===== config.mk =====
export PLATFORM = sky130hd
export DESIGN_NAME = data_role_swap_dfp_to_ufp
export DESIGN_NICKNAME = d
export VERILOG_FILES = /design/src/verilog/drs_pkg.sv /design/src/verilog/data_role_swap_dfp_to_ufp.sv
export SDC_FILE = /design/constraint.sdc
export NUM_CORES = 1
export LEC_CHECK = 0
export ABC_CLOCK_PERIOD_IN_PS = 4600
export BUFFER_PORTS_ARGS = -buffer_cell sky130_fd_sc_hd__buf_2
export CAP_MARGIN = 10
export CORE_UTILIZATION = 52
export CTS_CLUSTER_SIZE = 12
export DETAILED_ROUTE_END_ITERATION = 16
export PLACE_DENSITY = 0.81
export SLEW_MARGIN = 20
export SYNTH_ARGS = -nofsm -noshare
export SYNTH_HDL_FRONTEND = slang
export SYNTH_SLANG_ARGS = --single-unit
export TNS_END_PERCENT = 50

===== constraint.sdc =====
create_clock -name i_clk_sys -period 4.6 [get_ports i_clk_sys]
set_input_delay 0.92 -clock i_clk_sys [delete_from_list [all_inputs] [get_ports i_clk_sys]]
set_output_delay 0.92 -clock i_clk_sys [all_outputs]
set_load 0.005 [all_outputs]

===== src/verilog/drs_pkg.sv =====
package drs_pkg;

   // ***********************************************
   // register map (word offsets are byte addresses)
   // ***********************************************
   localparam logic [11:0] CTRL_OFFSET = 12'h000;
   localparam logic [11:0] STATUS_OFFSET = 12'h004;
   localparam logic [11:0] IRQ_STATUS_OFFSET = 12'h008;
   localparam logic [11:0] IRQ_MASK_OFFSET = 12'h00C;
   localparam logic [11:0] TIMER_OFFSET = 12'h010;

   // ctrl fields
   localparam int CTRL_SWAP_REQ_BIT = 0;
   localparam int CTRL_MODAL_BIT = 1;
   localparam int CTRL_SINK_BIT = 2;
   localparam int CTRL_EVAL_OK_BIT = 3;
   localparam int CTRL_EVAL_NOK_BIT = 4;
   localparam int CTRL_EVAL_WAIT_BIT = 5;
   localparam int CTRL_ROLE_DONE_BIT = 6;
   localparam int CTRL_RECOVER_BIT = 7;

   // interrupt status bits
   localparam int IRQ_W = 6;
   localparam int IRQ_SWAP_DONE_BIT = 0;
   localparam int IRQ_SWAP_REFUSED_BIT = 1;
   localparam int IRQ_HARD_RESET_BIT = 2;
   localparam int IRQ_ERROR_BIT = 3;
   localparam int IRQ_EVAL_BIT = 4;
   localparam int IRQ_ROLE_BIT = 5;

   localparam logic [7:0] CTRL_RESET = 8'h00;
   localparam logic [IRQ_W-1:0] IRQ_MASK_RESET = 6'h00;

   // data role encoding: 1 = downstream facing
   localparam logic ROLE_DOWNSTREAM = 1'b1;
   localparam logic ROLE_UPSTREAM = 1'b0;

   // ***********************************************
   // timing
   // ***********************************************
   localparam int CLK_PERIOD_NS = 10;
   localparam int SENDER_RESPONSE_US = 27;
   localparam int SENDER_RESPONSE_CYCLES = SENDER_RESPONSE_US * 1000 / CLK_PERIOD_NS;
   localparam int TIMER_W = 16;

   // ***********************************************
   // states
   // ***********************************************
   typedef enum logic [3:0] {
      SOURCE_READY_STATE = 4'h0,
      SINK_READY_STATE = 4'h1,
      EVALUATE_REQUEST_STATE = 4'h2,
      ACCEPT_REQUEST_STATE = 4'h3,
      REJECT_REQUEST_STATE = 4'h4,
      CHANGE_TO_UPSTREAM_STATE = 4'h5,
      SEND_REQUEST_STATE = 4'h6,
      SOURCE_HARD_RESET_STATE = 4'h7,
      SINK_HARD_RESET_STATE = 4'h8,
      ERROR_RECOVERY_STATE = 4'h9
   } swap_state_t;

   typedef enum logic [2:0] {
      MSG_NONE = 3'h0,
      MSG_ACCEPT = 3'h1,
      MSG_REJECT = 3'h2,
      MSG_WAIT = 3'h3,
      MSG_DR_SWAP = 3'h4
   } msg_kind_t;

   // received-message, send-status and error strobes from the protocol layer
   typedef struct packed {
      logic dr_swap;
      logic accept;
      logic reject;
      logic wait_msg;
      logic sent;
      logic send_failed;
      logic proto_error;
   } proto_rx_t;

endpackage : drs_pkg

===== src/verilog/data_role_swap_dfp_to_ufp.sv =====
`timescale 1ns/100ps
// Summary of operation
// - swap starts only from source ready or sink ready
// - swap request received without alternate modes goes to evaluate
// - swap request received with alternate modes goes to hard reset
// - policy manager swap request from ready, while downstream, goes to send-request
// - evaluate asks policy manager; it answers ok, not ok or wait
// - ok answer goes to accept-request
// - not ok or further evaluation goes to reject-request
// - accept-request sends Accept, then goes to change-to-upstream
// - change-to-upstream asks policy manager to become upstream facing
// - confirmed role change returns to the ready state
// - send-request sends swap request and starts response timer
// - leaving send-request stops the response timer
// - Reject, Wait or timeout in send-request returns to ready, downstream
// - Accept in send-request goes to change-to-upstream
// - reject-request sends Reject when the swap is not possible
// - reject-request sends Wait when further evaluation is needed
// - after Reject or Wait is sent, return to ready, still downstream
// - protocol error or failed send during swap goes to error recovery
module data_role_swap_dfp_to_ufp (
   input wire logic i_clk_sys,
   input wire logic i_reset,
   input wire logic i_psel,
   input wire logic i_penable,
   input wire logic i_pwrite,
   input wire logic [11:0] i_paddr,
   input wire logic [31:0] i_pwdata,
   output logic [31:0] o_prdata,
   output logic o_pready,
   output logic o_pslverr,
   input wire logic i_rx_dr_swap,
   input wire logic i_rx_accept,
   input wire logic i_rx_reject,
   input wire logic i_rx_wait,
   input wire logic i_tx_sent,
   input wire logic i_tx_failed,
   input wire logic i_proto_error,
   output logic o_tx_req,
   output logic [2:0] o_tx_kind,
   output logic o_eval_req,
   output logic o_role_change_req,
   output logic o_data_role,
   output logic o_irq
);

   // ***********************************************
   // apb slave
   // ***********************************************
   logic [7:0] ctrl_reg;
   logic [drs_pkg::IRQ_W-1:0] irq_status_reg;
   logic [drs_pkg::IRQ_W-1:0] irq_mask_reg;
   logic [drs_pkg::IRQ_W-1:0] irq_events;
   drs_pkg::swap_state_t state_reg;
   drs_pkg::swap_state_t state_next;
   logic [drs_pkg::TIMER_W-1:0] timer_reg;
   logic timer_run_reg;
   logic role_reg;
   logic [31:0] rdata_next;
   drs_pkg::proto_rx_t rx;

   wire apb_access = i_psel && i_penable;
   wire apb_wr = apb_access && i_pwrite;
   wire apb_rd = apb_access && !i_pwrite;
   wire hit_ctrl = (i_paddr == drs_pkg::CTRL_OFFSET);
   wire hit_status = (i_paddr == drs_pkg::STATUS_OFFSET);
   wire hit_irq = (i_paddr == drs_pkg::IRQ_STATUS_OFFSET);
   wire hit_mask = (i_paddr == drs_pkg::IRQ_MASK_OFFSET);
   wire hit_timer = (i_paddr == drs_pkg::TIMER_OFFSET);
   wire hit_any = hit_ctrl || hit_status || hit_irq || hit_mask || hit_timer;
   wire ctrl_wr = apb_wr && hit_ctrl;
   // clear on the setup edge, where read data is captured, so no event slips between
   wire irq_rd = i_psel && !i_penable && !i_pwrite && hit_irq;

   // policy manager strobes are self-clearing ctrl bits; levels stay set
   wire swap_req_pulse = ctrl_wr && i_pwdata[drs_pkg::CTRL_SWAP_REQ_BIT];
   wire eval_ok_pulse = ctrl_wr && i_pwdata[drs_pkg::CTRL_EVAL_OK_BIT];
   wire eval_nok_pulse = ctrl_wr && i_pwdata[drs_pkg::CTRL_EVAL_NOK_BIT];
   wire eval_wait_pulse = ctrl_wr && i_pwdata[drs_pkg::CTRL_EVAL_WAIT_BIT];
   wire role_done_pulse = ctrl_wr && i_pwdata[drs_pkg::CTRL_ROLE_DONE_BIT];
   wire recover_pulse = ctrl_wr && i_pwdata[drs_pkg::CTRL_RECOVER_BIT];
   wire modal_active = ctrl_reg[drs_pkg::CTRL_MODAL_BIT];
   wire power_sink = ctrl_reg[drs_pkg::CTRL_SINK_BIT];

   assign rx = '{dr_swap: i_rx_dr_swap, accept: i_rx_accept, reject: i_rx_reject,
                 wait_msg: i_rx_wait, sent: i_tx_sent, send_failed: i_tx_failed,
                 proto_error: i_proto_error};

   always_comb begin
      rdata_next = 32'h0000_0000;
      if (hit_ctrl) begin
         rdata_next[2:1] = ctrl_reg[2:1];
      end else if (hit_status) begin
         rdata_next[3:0] = state_reg;
         rdata_next[4] = role_reg;
         rdata_next[5] = timer_run_reg;
      end else if (hit_irq) begin
         rdata_next[drs_pkg::IRQ_W-1:0] = irq_status_reg;
      end else if (hit_mask) begin
         rdata_next[drs_pkg::IRQ_W-1:0] = irq_mask_reg;
      end else if (hit_timer) begin
         rdata_next[drs_pkg::TIMER_W-1:0] = timer_reg;
      end
   end

   // zero wait states: pready is a flop that rises in the first access cycle
   always_ff @(posedge i_clk_sys) begin
      if (i_reset) begin
         o_pready <= 1'b0;
         o_pslverr <= 1'b0;
         o_prdata <= 32'h0000_0000;
      end else begin
         o_pready <= i_psel && !i_penable;
         o_pslverr <= i_psel && !i_penable && !hit_any;
         o_prdata <= (i_psel && !i_penable && !i_pwrite) ? rdata_next : 32'h0000_0000;
      end
   end

   // only the level bits are stored
   always_ff @(posedge i_clk_sys) begin
      if (i_reset) begin
         ctrl_reg <= drs_pkg::CTRL_RESET;
         irq_mask_reg <= drs_pkg::IRQ_MASK_RESET;
      end else begin
         if (ctrl_wr) begin
            ctrl_reg[2:1] <= i_pwdata[2:1];
         end
         if (apb_wr && hit_mask) begin
            irq_mask_reg <= i_pwdata[drs_pkg::IRQ_W-1:0];
         end
      end
   end

   // ***********************************************
   // swap state machine
   // ***********************************************
   wire in_ready = (state_reg == drs_pkg::SOURCE_READY_STATE) ||
                   (state_reg == drs_pkg::SINK_READY_STATE);
   wire in_swap = !in_ready && (state_reg != drs_pkg::ERROR_RECOVERY_STATE) &&
                  (state_reg != drs_pkg::SOURCE_HARD_RESET_STATE) &&
                  (state_reg != drs_pkg::SINK_HARD_RESET_STATE);
   wire timer_expired = timer_run_reg && (timer_reg == '0);
   wire swap_error = rx.proto_error || rx.send_failed;
   drs_pkg::swap_state_t ready_state;
   assign ready_state = power_sink ? drs_pkg::SINK_READY_STATE : drs_pkg::SOURCE_READY_STATE;

   always_comb begin
      state_next = state_reg;
      if (in_swap && swap_error) begin
         state_next = drs_pkg::ERROR_RECOVERY_STATE;
      end else begin
         case (state_reg)
            drs_pkg::SOURCE_READY_STATE,
            drs_pkg::SINK_READY_STATE: begin
               state_next = ready_state;
               if (rx.dr_swap && !modal_active) begin
                  state_next = drs_pkg::EVALUATE_REQUEST_STATE;
               end else if (rx.dr_swap) begin
                  state_next = power_sink ? drs_pkg::SINK_HARD_RESET_STATE
                                          : drs_pkg::SOURCE_HARD_RESET_STATE;
               end else if (swap_req_pulse && role_reg == drs_pkg::ROLE_DOWNSTREAM) begin
                  state_next = drs_pkg::SEND_REQUEST_STATE;
               end
            end
            drs_pkg::EVALUATE_REQUEST_STATE: begin
               if (eval_ok_pulse) begin
                  state_next = drs_pkg::ACCEPT_REQUEST_STATE;
               end else if (eval_nok_pulse || eval_wait_pulse) begin
                  state_next = drs_pkg::REJECT_REQUEST_STATE;
               end
            end
            drs_pkg::ACCEPT_REQUEST_STATE: begin
               if (rx.sent) begin
                  state_next = drs_pkg::CHANGE_TO_UPSTREAM_STATE;
               end
            end
            drs_pkg::CHANGE_TO_UPSTREAM_STATE: begin
               if (role_done_pulse) begin
                  state_next = ready_state;
               end
            end
            drs_pkg::SEND_REQUEST_STATE: begin
               if (rx.accept) begin
                  state_next = drs_pkg::CHANGE_TO_UPSTREAM_STATE;
               end else if (rx.reject || rx.wait_msg || timer_expired) begin
                  state_next = ready_state;
               end
            end
            drs_pkg::REJECT_REQUEST_STATE: begin
               if (rx.sent) begin
                  state_next = ready_state;
               end
            end
            drs_pkg::SOURCE_HARD_RESET_STATE,
            drs_pkg::SINK_HARD_RESET_STATE,
            drs_pkg::ERROR_RECOVERY_STATE: begin
               // hard reset and recovery are handled elsewhere; software releases
               if (recover_pulse) begin
                  state_next = ready_state;
               end
            end
            default: begin
               state_next = ready_state;
            end
         endcase
      end
   end

   wire entering = (state_next != state_reg);
   wire enter_eval = entering && state_next == drs_pkg::EVALUATE_REQUEST_STATE;
   wire enter_accept = entering && state_next == drs_pkg::ACCEPT_REQUEST_STATE;
   wire enter_reject = entering && state_next == drs_pkg::REJECT_REQUEST_STATE;
   wire enter_change = entering && state_next == drs_pkg::CHANGE_TO_UPSTREAM_STATE;
   wire enter_send = entering && state_next == drs_pkg::SEND_REQUEST_STATE;

   always_ff @(posedge i_clk_sys) begin
      if (i_reset) begin
         state_reg <= drs_pkg::SOURCE_READY_STATE;
      end else begin
         state_reg <= state_next;
      end
   end

   // ***********************************************
   // sender response timer
   // ***********************************************
   always_ff @(posedge i_clk_sys) begin
      if (i_reset) begin
         timer_reg <= '0;
         timer_run_reg <= 1'b0;
      end else if (enter_send) begin
         timer_reg <= drs_pkg::TIMER_W'(drs_pkg::SENDER_RESPONSE_CYCLES - 1);
         timer_run_reg <= 1'b1;
      end else if (state_reg == drs_pkg::SEND_REQUEST_STATE && entering) begin
         timer_run_reg <= 1'b0;
         timer_reg <= '0;
      end else if (timer_run_reg && timer_reg != '0) begin
         timer_reg <= timer_reg - 1'b1;
      end
   end

   // ***********************************************
   // requests to protocol layer and policy manager
   // ***********************************************
   // one-cycle pulses on state entry; the far side latches them
   always_ff @(posedge i_clk_sys) begin
      if (i_reset) begin
         o_tx_req <= 1'b0;
         o_tx_kind <= drs_pkg::MSG_NONE;
         o_eval_req <= 1'b0;
         o_role_change_req <= 1'b0;
      end else begin
         o_tx_req <= enter_accept || enter_reject || enter_send;
         o_eval_req <= enter_eval;
         o_role_change_req <= enter_change;
         if (enter_accept) begin
            o_tx_kind <= drs_pkg::MSG_ACCEPT;
         end else if (enter_reject && eval_wait_pulse && !eval_nok_pulse) begin
            o_tx_kind <= drs_pkg::MSG_WAIT;
         end else if (enter_reject) begin
            o_tx_kind <= drs_pkg::MSG_REJECT;
         end else if (enter_send) begin
            o_tx_kind <= drs_pkg::MSG_DR_SWAP;
         end else begin
            o_tx_kind <= drs_pkg::MSG_NONE;
         end
      end
   end

   // ***********************************************
   // data role and interrupts
   // ***********************************************
   always_ff @(posedge i_clk_sys) begin
      if (i_reset) begin
         role_reg <= drs_pkg::ROLE_DOWNSTREAM;
      end else if (state_reg == drs_pkg::CHANGE_TO_UPSTREAM_STATE && role_done_pulse) begin
         role_reg <= drs_pkg::ROLE_UPSTREAM;
      end
   end

   assign o_data_role = role_reg;

   always_comb begin
      irq_events = '0;
      irq_events[drs_pkg::IRQ_SWAP_DONE_BIT] =
         state_reg == drs_pkg::CHANGE_TO_UPSTREAM_STATE && role_done_pulse;
      irq_events[drs_pkg::IRQ_SWAP_REFUSED_BIT] =
         state_reg == drs_pkg::SEND_REQUEST_STATE && entering && !rx.accept;
      irq_events[drs_pkg::IRQ_HARD_RESET_BIT] = entering &&
         (state_next == drs_pkg::SOURCE_HARD_RESET_STATE ||
          state_next == drs_pkg::SINK_HARD_RESET_STATE);
      irq_events[drs_pkg::IRQ_ERROR_BIT] = entering &&
         state_next == drs_pkg::ERROR_RECOVERY_STATE;
      irq_events[drs_pkg::IRQ_EVAL_BIT] = enter_eval;
      irq_events[drs_pkg::IRQ_ROLE_BIT] = enter_change;
   end

   // a new event in the read cycle survives the read clear
   always_ff @(posedge i_clk_sys) begin
      if (i_reset) begin
         irq_status_reg <= '0;
         o_irq <= 1'b0;
      end else begin
         irq_status_reg <= (irq_rd ? '0 : irq_status_reg) | irq_events;
         o_irq <= |(((irq_rd ? '0 : irq_status_reg) | irq_events) & irq_mask_reg);
      end
   end

endmodule : data_role_swap_dfp_to_ufp


==> summary.md <==
| Metric | Value |
|---|---|
| Status | completed |
| Yosys top cell area share | 37.89% |
| Crit path capture type | flip-flop |
| CTS buffer count | 9 |
| Top cells by area in the synthesized netlist | dfxtp_1 38%, nor2_1 6.1%, mux2i_1 4.3%, buf_4 3.7%, nand2_1 3.5% |
| Synth unique cells | 64 |
| Async set-reset flop share out of synthesis | 0% |
| Via/cell ratio | 5.750 |
| RSZ-0062 raised after global routing | false |
| Worst Max-Slew Pin Slew | 0.8606 ns |
| Clk sinks | 61 |
| Dpl ws | 0.4426 ns |
| DRC | 0 |
| Rows | 28 |
| Post-synth EDFFs | 0 |
| Top Family by Delay on Critical Path | simple AND/OR/NAND/NOR gates |
| N_diodes | 0 |
| GRT Total Usage | 26.45% |
| Hold_ws | 0.4917 ns |
| First-pass GRT wire length | between 10000 and 15000 um |
| Clk_skew | 0.005677 ns |
| Critical path arrival | between 4 and 5 ns |
| HPWL after DPL | between 6000 and 7000 um |
| Core Region | approximately 6000 um^2 |
| Cells after Synth | 390 |
| Synthesis Warnings | 0 |
| H-tree levels | 3 |
| Hold_sp | irq_status_reg[1] |
| Finished Layout Cells | 524 |
| Synthesized cell area | 3223 um^2 |
| CP Launch Point | i_paddr[7] |
| Die H | 80.73 um |
| # port buffers | 57 |
| Slew Limit Fails | 0 |
| Setup ws final | 0.7565 ns |
| R2r startpoint | state_reg[0] |
| CTS clk-pin slew, worst paths | 0.07 ns |
| Final Hold Vio Count | 0 |
| # hold bufs at CTS | 0 |
| Slew HR | between 40% and 50% |
| Critical Path, Cell by Cell | buf_2 > nor4_1 > nor4b_2 > o211ai_1 > nor4b_2 > mux2_2 > a31oi_4 > or3_1 > nor2_2 |
| Total wire length | 8066 um |
| Clock insertion delay at the later pin of the skew report | 0.35 ns |
| Critical Path RT | between 4 and 5 ns |
| Final ANT Viol Nets | 0 |
| Most common cell after layout, fill and taps aside | dfxtp_1 |
| Resize count post-CTS | 0 |
| CP Max Fanout | 10 |
| CP Class | in -> reg |
| Dominant cell type by area after synthesis | dfxtp_1 |
| Main synth FF type | dfxtp_1 |
| Die area | 6517 um^2 |
| Clk root buf | clkbuf_8 |
| WL per Instance | 15.39 um |
| Largest net degree at the start of global routing | 30 |
| Slowest cell on the critical path | nor4_1 |
| Global route overflow | 0 |
| Top cell by count, worst path | nor4b_2 |
| Max Cap Viol | 0 |
| Inst Count DP | 508 |
| Io pins | 98 |
| Crit path time final | slightly below 4 ns |
| Slowest stage delay, CP | 0.59 ns |
| Sequential area share after synthesis | between 30% and 40% |
| Die W | 80.73 um |
| Critical Path Start Type | input pin |
| Routed vias | 3013 |
| Setup_tns | 0 ns |
| CTS tree | done |
| Worst R2R Setup Slack | 1.20 ns |
| Post-CTS setup buffers | 0 |
| Initial Util | between 50% and 60% |
| Clock buffer depth | 2 |
| Maximum vdd drop | 0.2411 mV |
| Syn_area_per_cell | 8.264 um^2 |
| Detailed-router iteration count before antenna repair | 6 |
| Vias in the first global route | 2707 |
| Initial antenna violation count | 0 |
| Initial detailed-routing violation count | 170 |
| Fin nets | 501 |
| Fraction of layout cells with a size suffix above 1 | between 20 and 25% |
| #FFs+latches synth | 61 |
| Worst hold path type | reg -> reg |
| FMAX | 260.2 MHz |
| Pwr dens | 339.8 nW/um^2 |
| Layout area overhead | 14.91% |
| Leakage | 1.587 nW |
| Period utilization | 83.55% |
| Most frequent cells in the layout | 61 x dfxtp_1, 57 x buf_2, 52 x nor2_1, 30 x nand2_1, 17 x a21oi_1 |
| Gpl congestion | ~0.95 |
| Buf/Inv on CP | 1 |
| Final setup viols | 0 |
synthesized netlist by cell type, types with 2 or more instances:
cell type / number
a22oi_1: 2
and2_1: 14
nor3b_1: 3
nand4_1: 6
nor3_1: 11
o22ai_1: 3
nand4bb_1: 2
clkbuf_1: 14
nand2_1: 30
nor2b_1: 3
nor2_1: 52
mux2i_1: 14
buf_4: 16
inv_1: 9
a21oi_2: 3
and3_1: 4
a32oi_1: 2
or3_1: 7
a21oi_1: 17
nor4b_1: 2
xnor2_1: 9
nor4_1: 9
a31oi_1: 7
o21a_1: 3
a211o_1: 2
or2_2: 2
nor2_2: 7
a222oi_1: 2
nand3b_1: 2
dfxtp_1: 61
nor4b_2: 2
nand3_1: 14
o31ai_1: 2
o211ai_1: 3
o21ai_0: 14
xor2_1: 4
nand2b_1: 6
area by class of cell:
cell class | count | area, um^2
multi-input combinational | 303 | 1836
fill | 551 | 2252
tap | 75 | 93.84
sequential | 61 | 1221
inverter | 9 | 33.78
clock inverter | 3 | 42.54
timing repair buffer | 60 | 307.8
clock buffer | 13 | 168.9
power by group:
part | switching (mW) | total, mW | internal [mW]
logic | 0.109 | 0.184 | 0.0751
clock network | 0.206 | 0.500 | 0.294
registers | 0.0310 | 0.574 | 0.543
total | 0.347 | 1.26 | 0.912
per-layer routing:
layer / GRT usage [%] / part of all wire [%]
met5: 0 / 0
met4: 15.18 / 3.2
met3: 5.393 / 6.7
met2: 45.25 / 50
met1: 30.62 / 40
metrics by stage:
step	total power [mW]	utilization [%]	cell area [um^2]
floorplan	0.7151	-	3279
global placement	0.7595	58.63	3492
detailed placement	0.7632	58.63	3492
CTS	1.259	62.18	3704
global route	1.307	62.18	3704
finish	1.258	62.18	3704
logic make-up (layout without fill, tap and decap cells):
logic type | Yosys count | count (layout) | synth area share [%]
other | 1 | 16 | 0.1163
flip-flops | 61 | 61 | 37.89
AND/OR/NAND/NOR | 185 | 185 | 31.13
buffers and inverters | 41 | 85 | 6.910
multiplexers | 15 | 15 | 4.697
adder cells (fa/ha/maj) | 1 | 1 | 0.3881
XOR/XNOR | 13 | 13 | 3.533
AO/OA/AOI/OAI | 73 | 73 | 15.33
path summary, 6_finish.rpt:
kind         cells after the start                end
max                              9       timer_reg[5]
min                              2  irq_status_reg[1]
max reg2reg                      8       timer_reg[5]
min reg2reg                      2  irq_status_reg[1]
worst min-delay path: cells and delay by family (launching register included):
| kind | cells | cell delay [ns] |
|---|---|---|
| and+or+nand+nor | 1 | 0.06 |
| DFF | 1 | 0.33 |
| AOI/OAI and AO/OA | 1 | 0.05 |
Power figures use the tool's default switching activity.
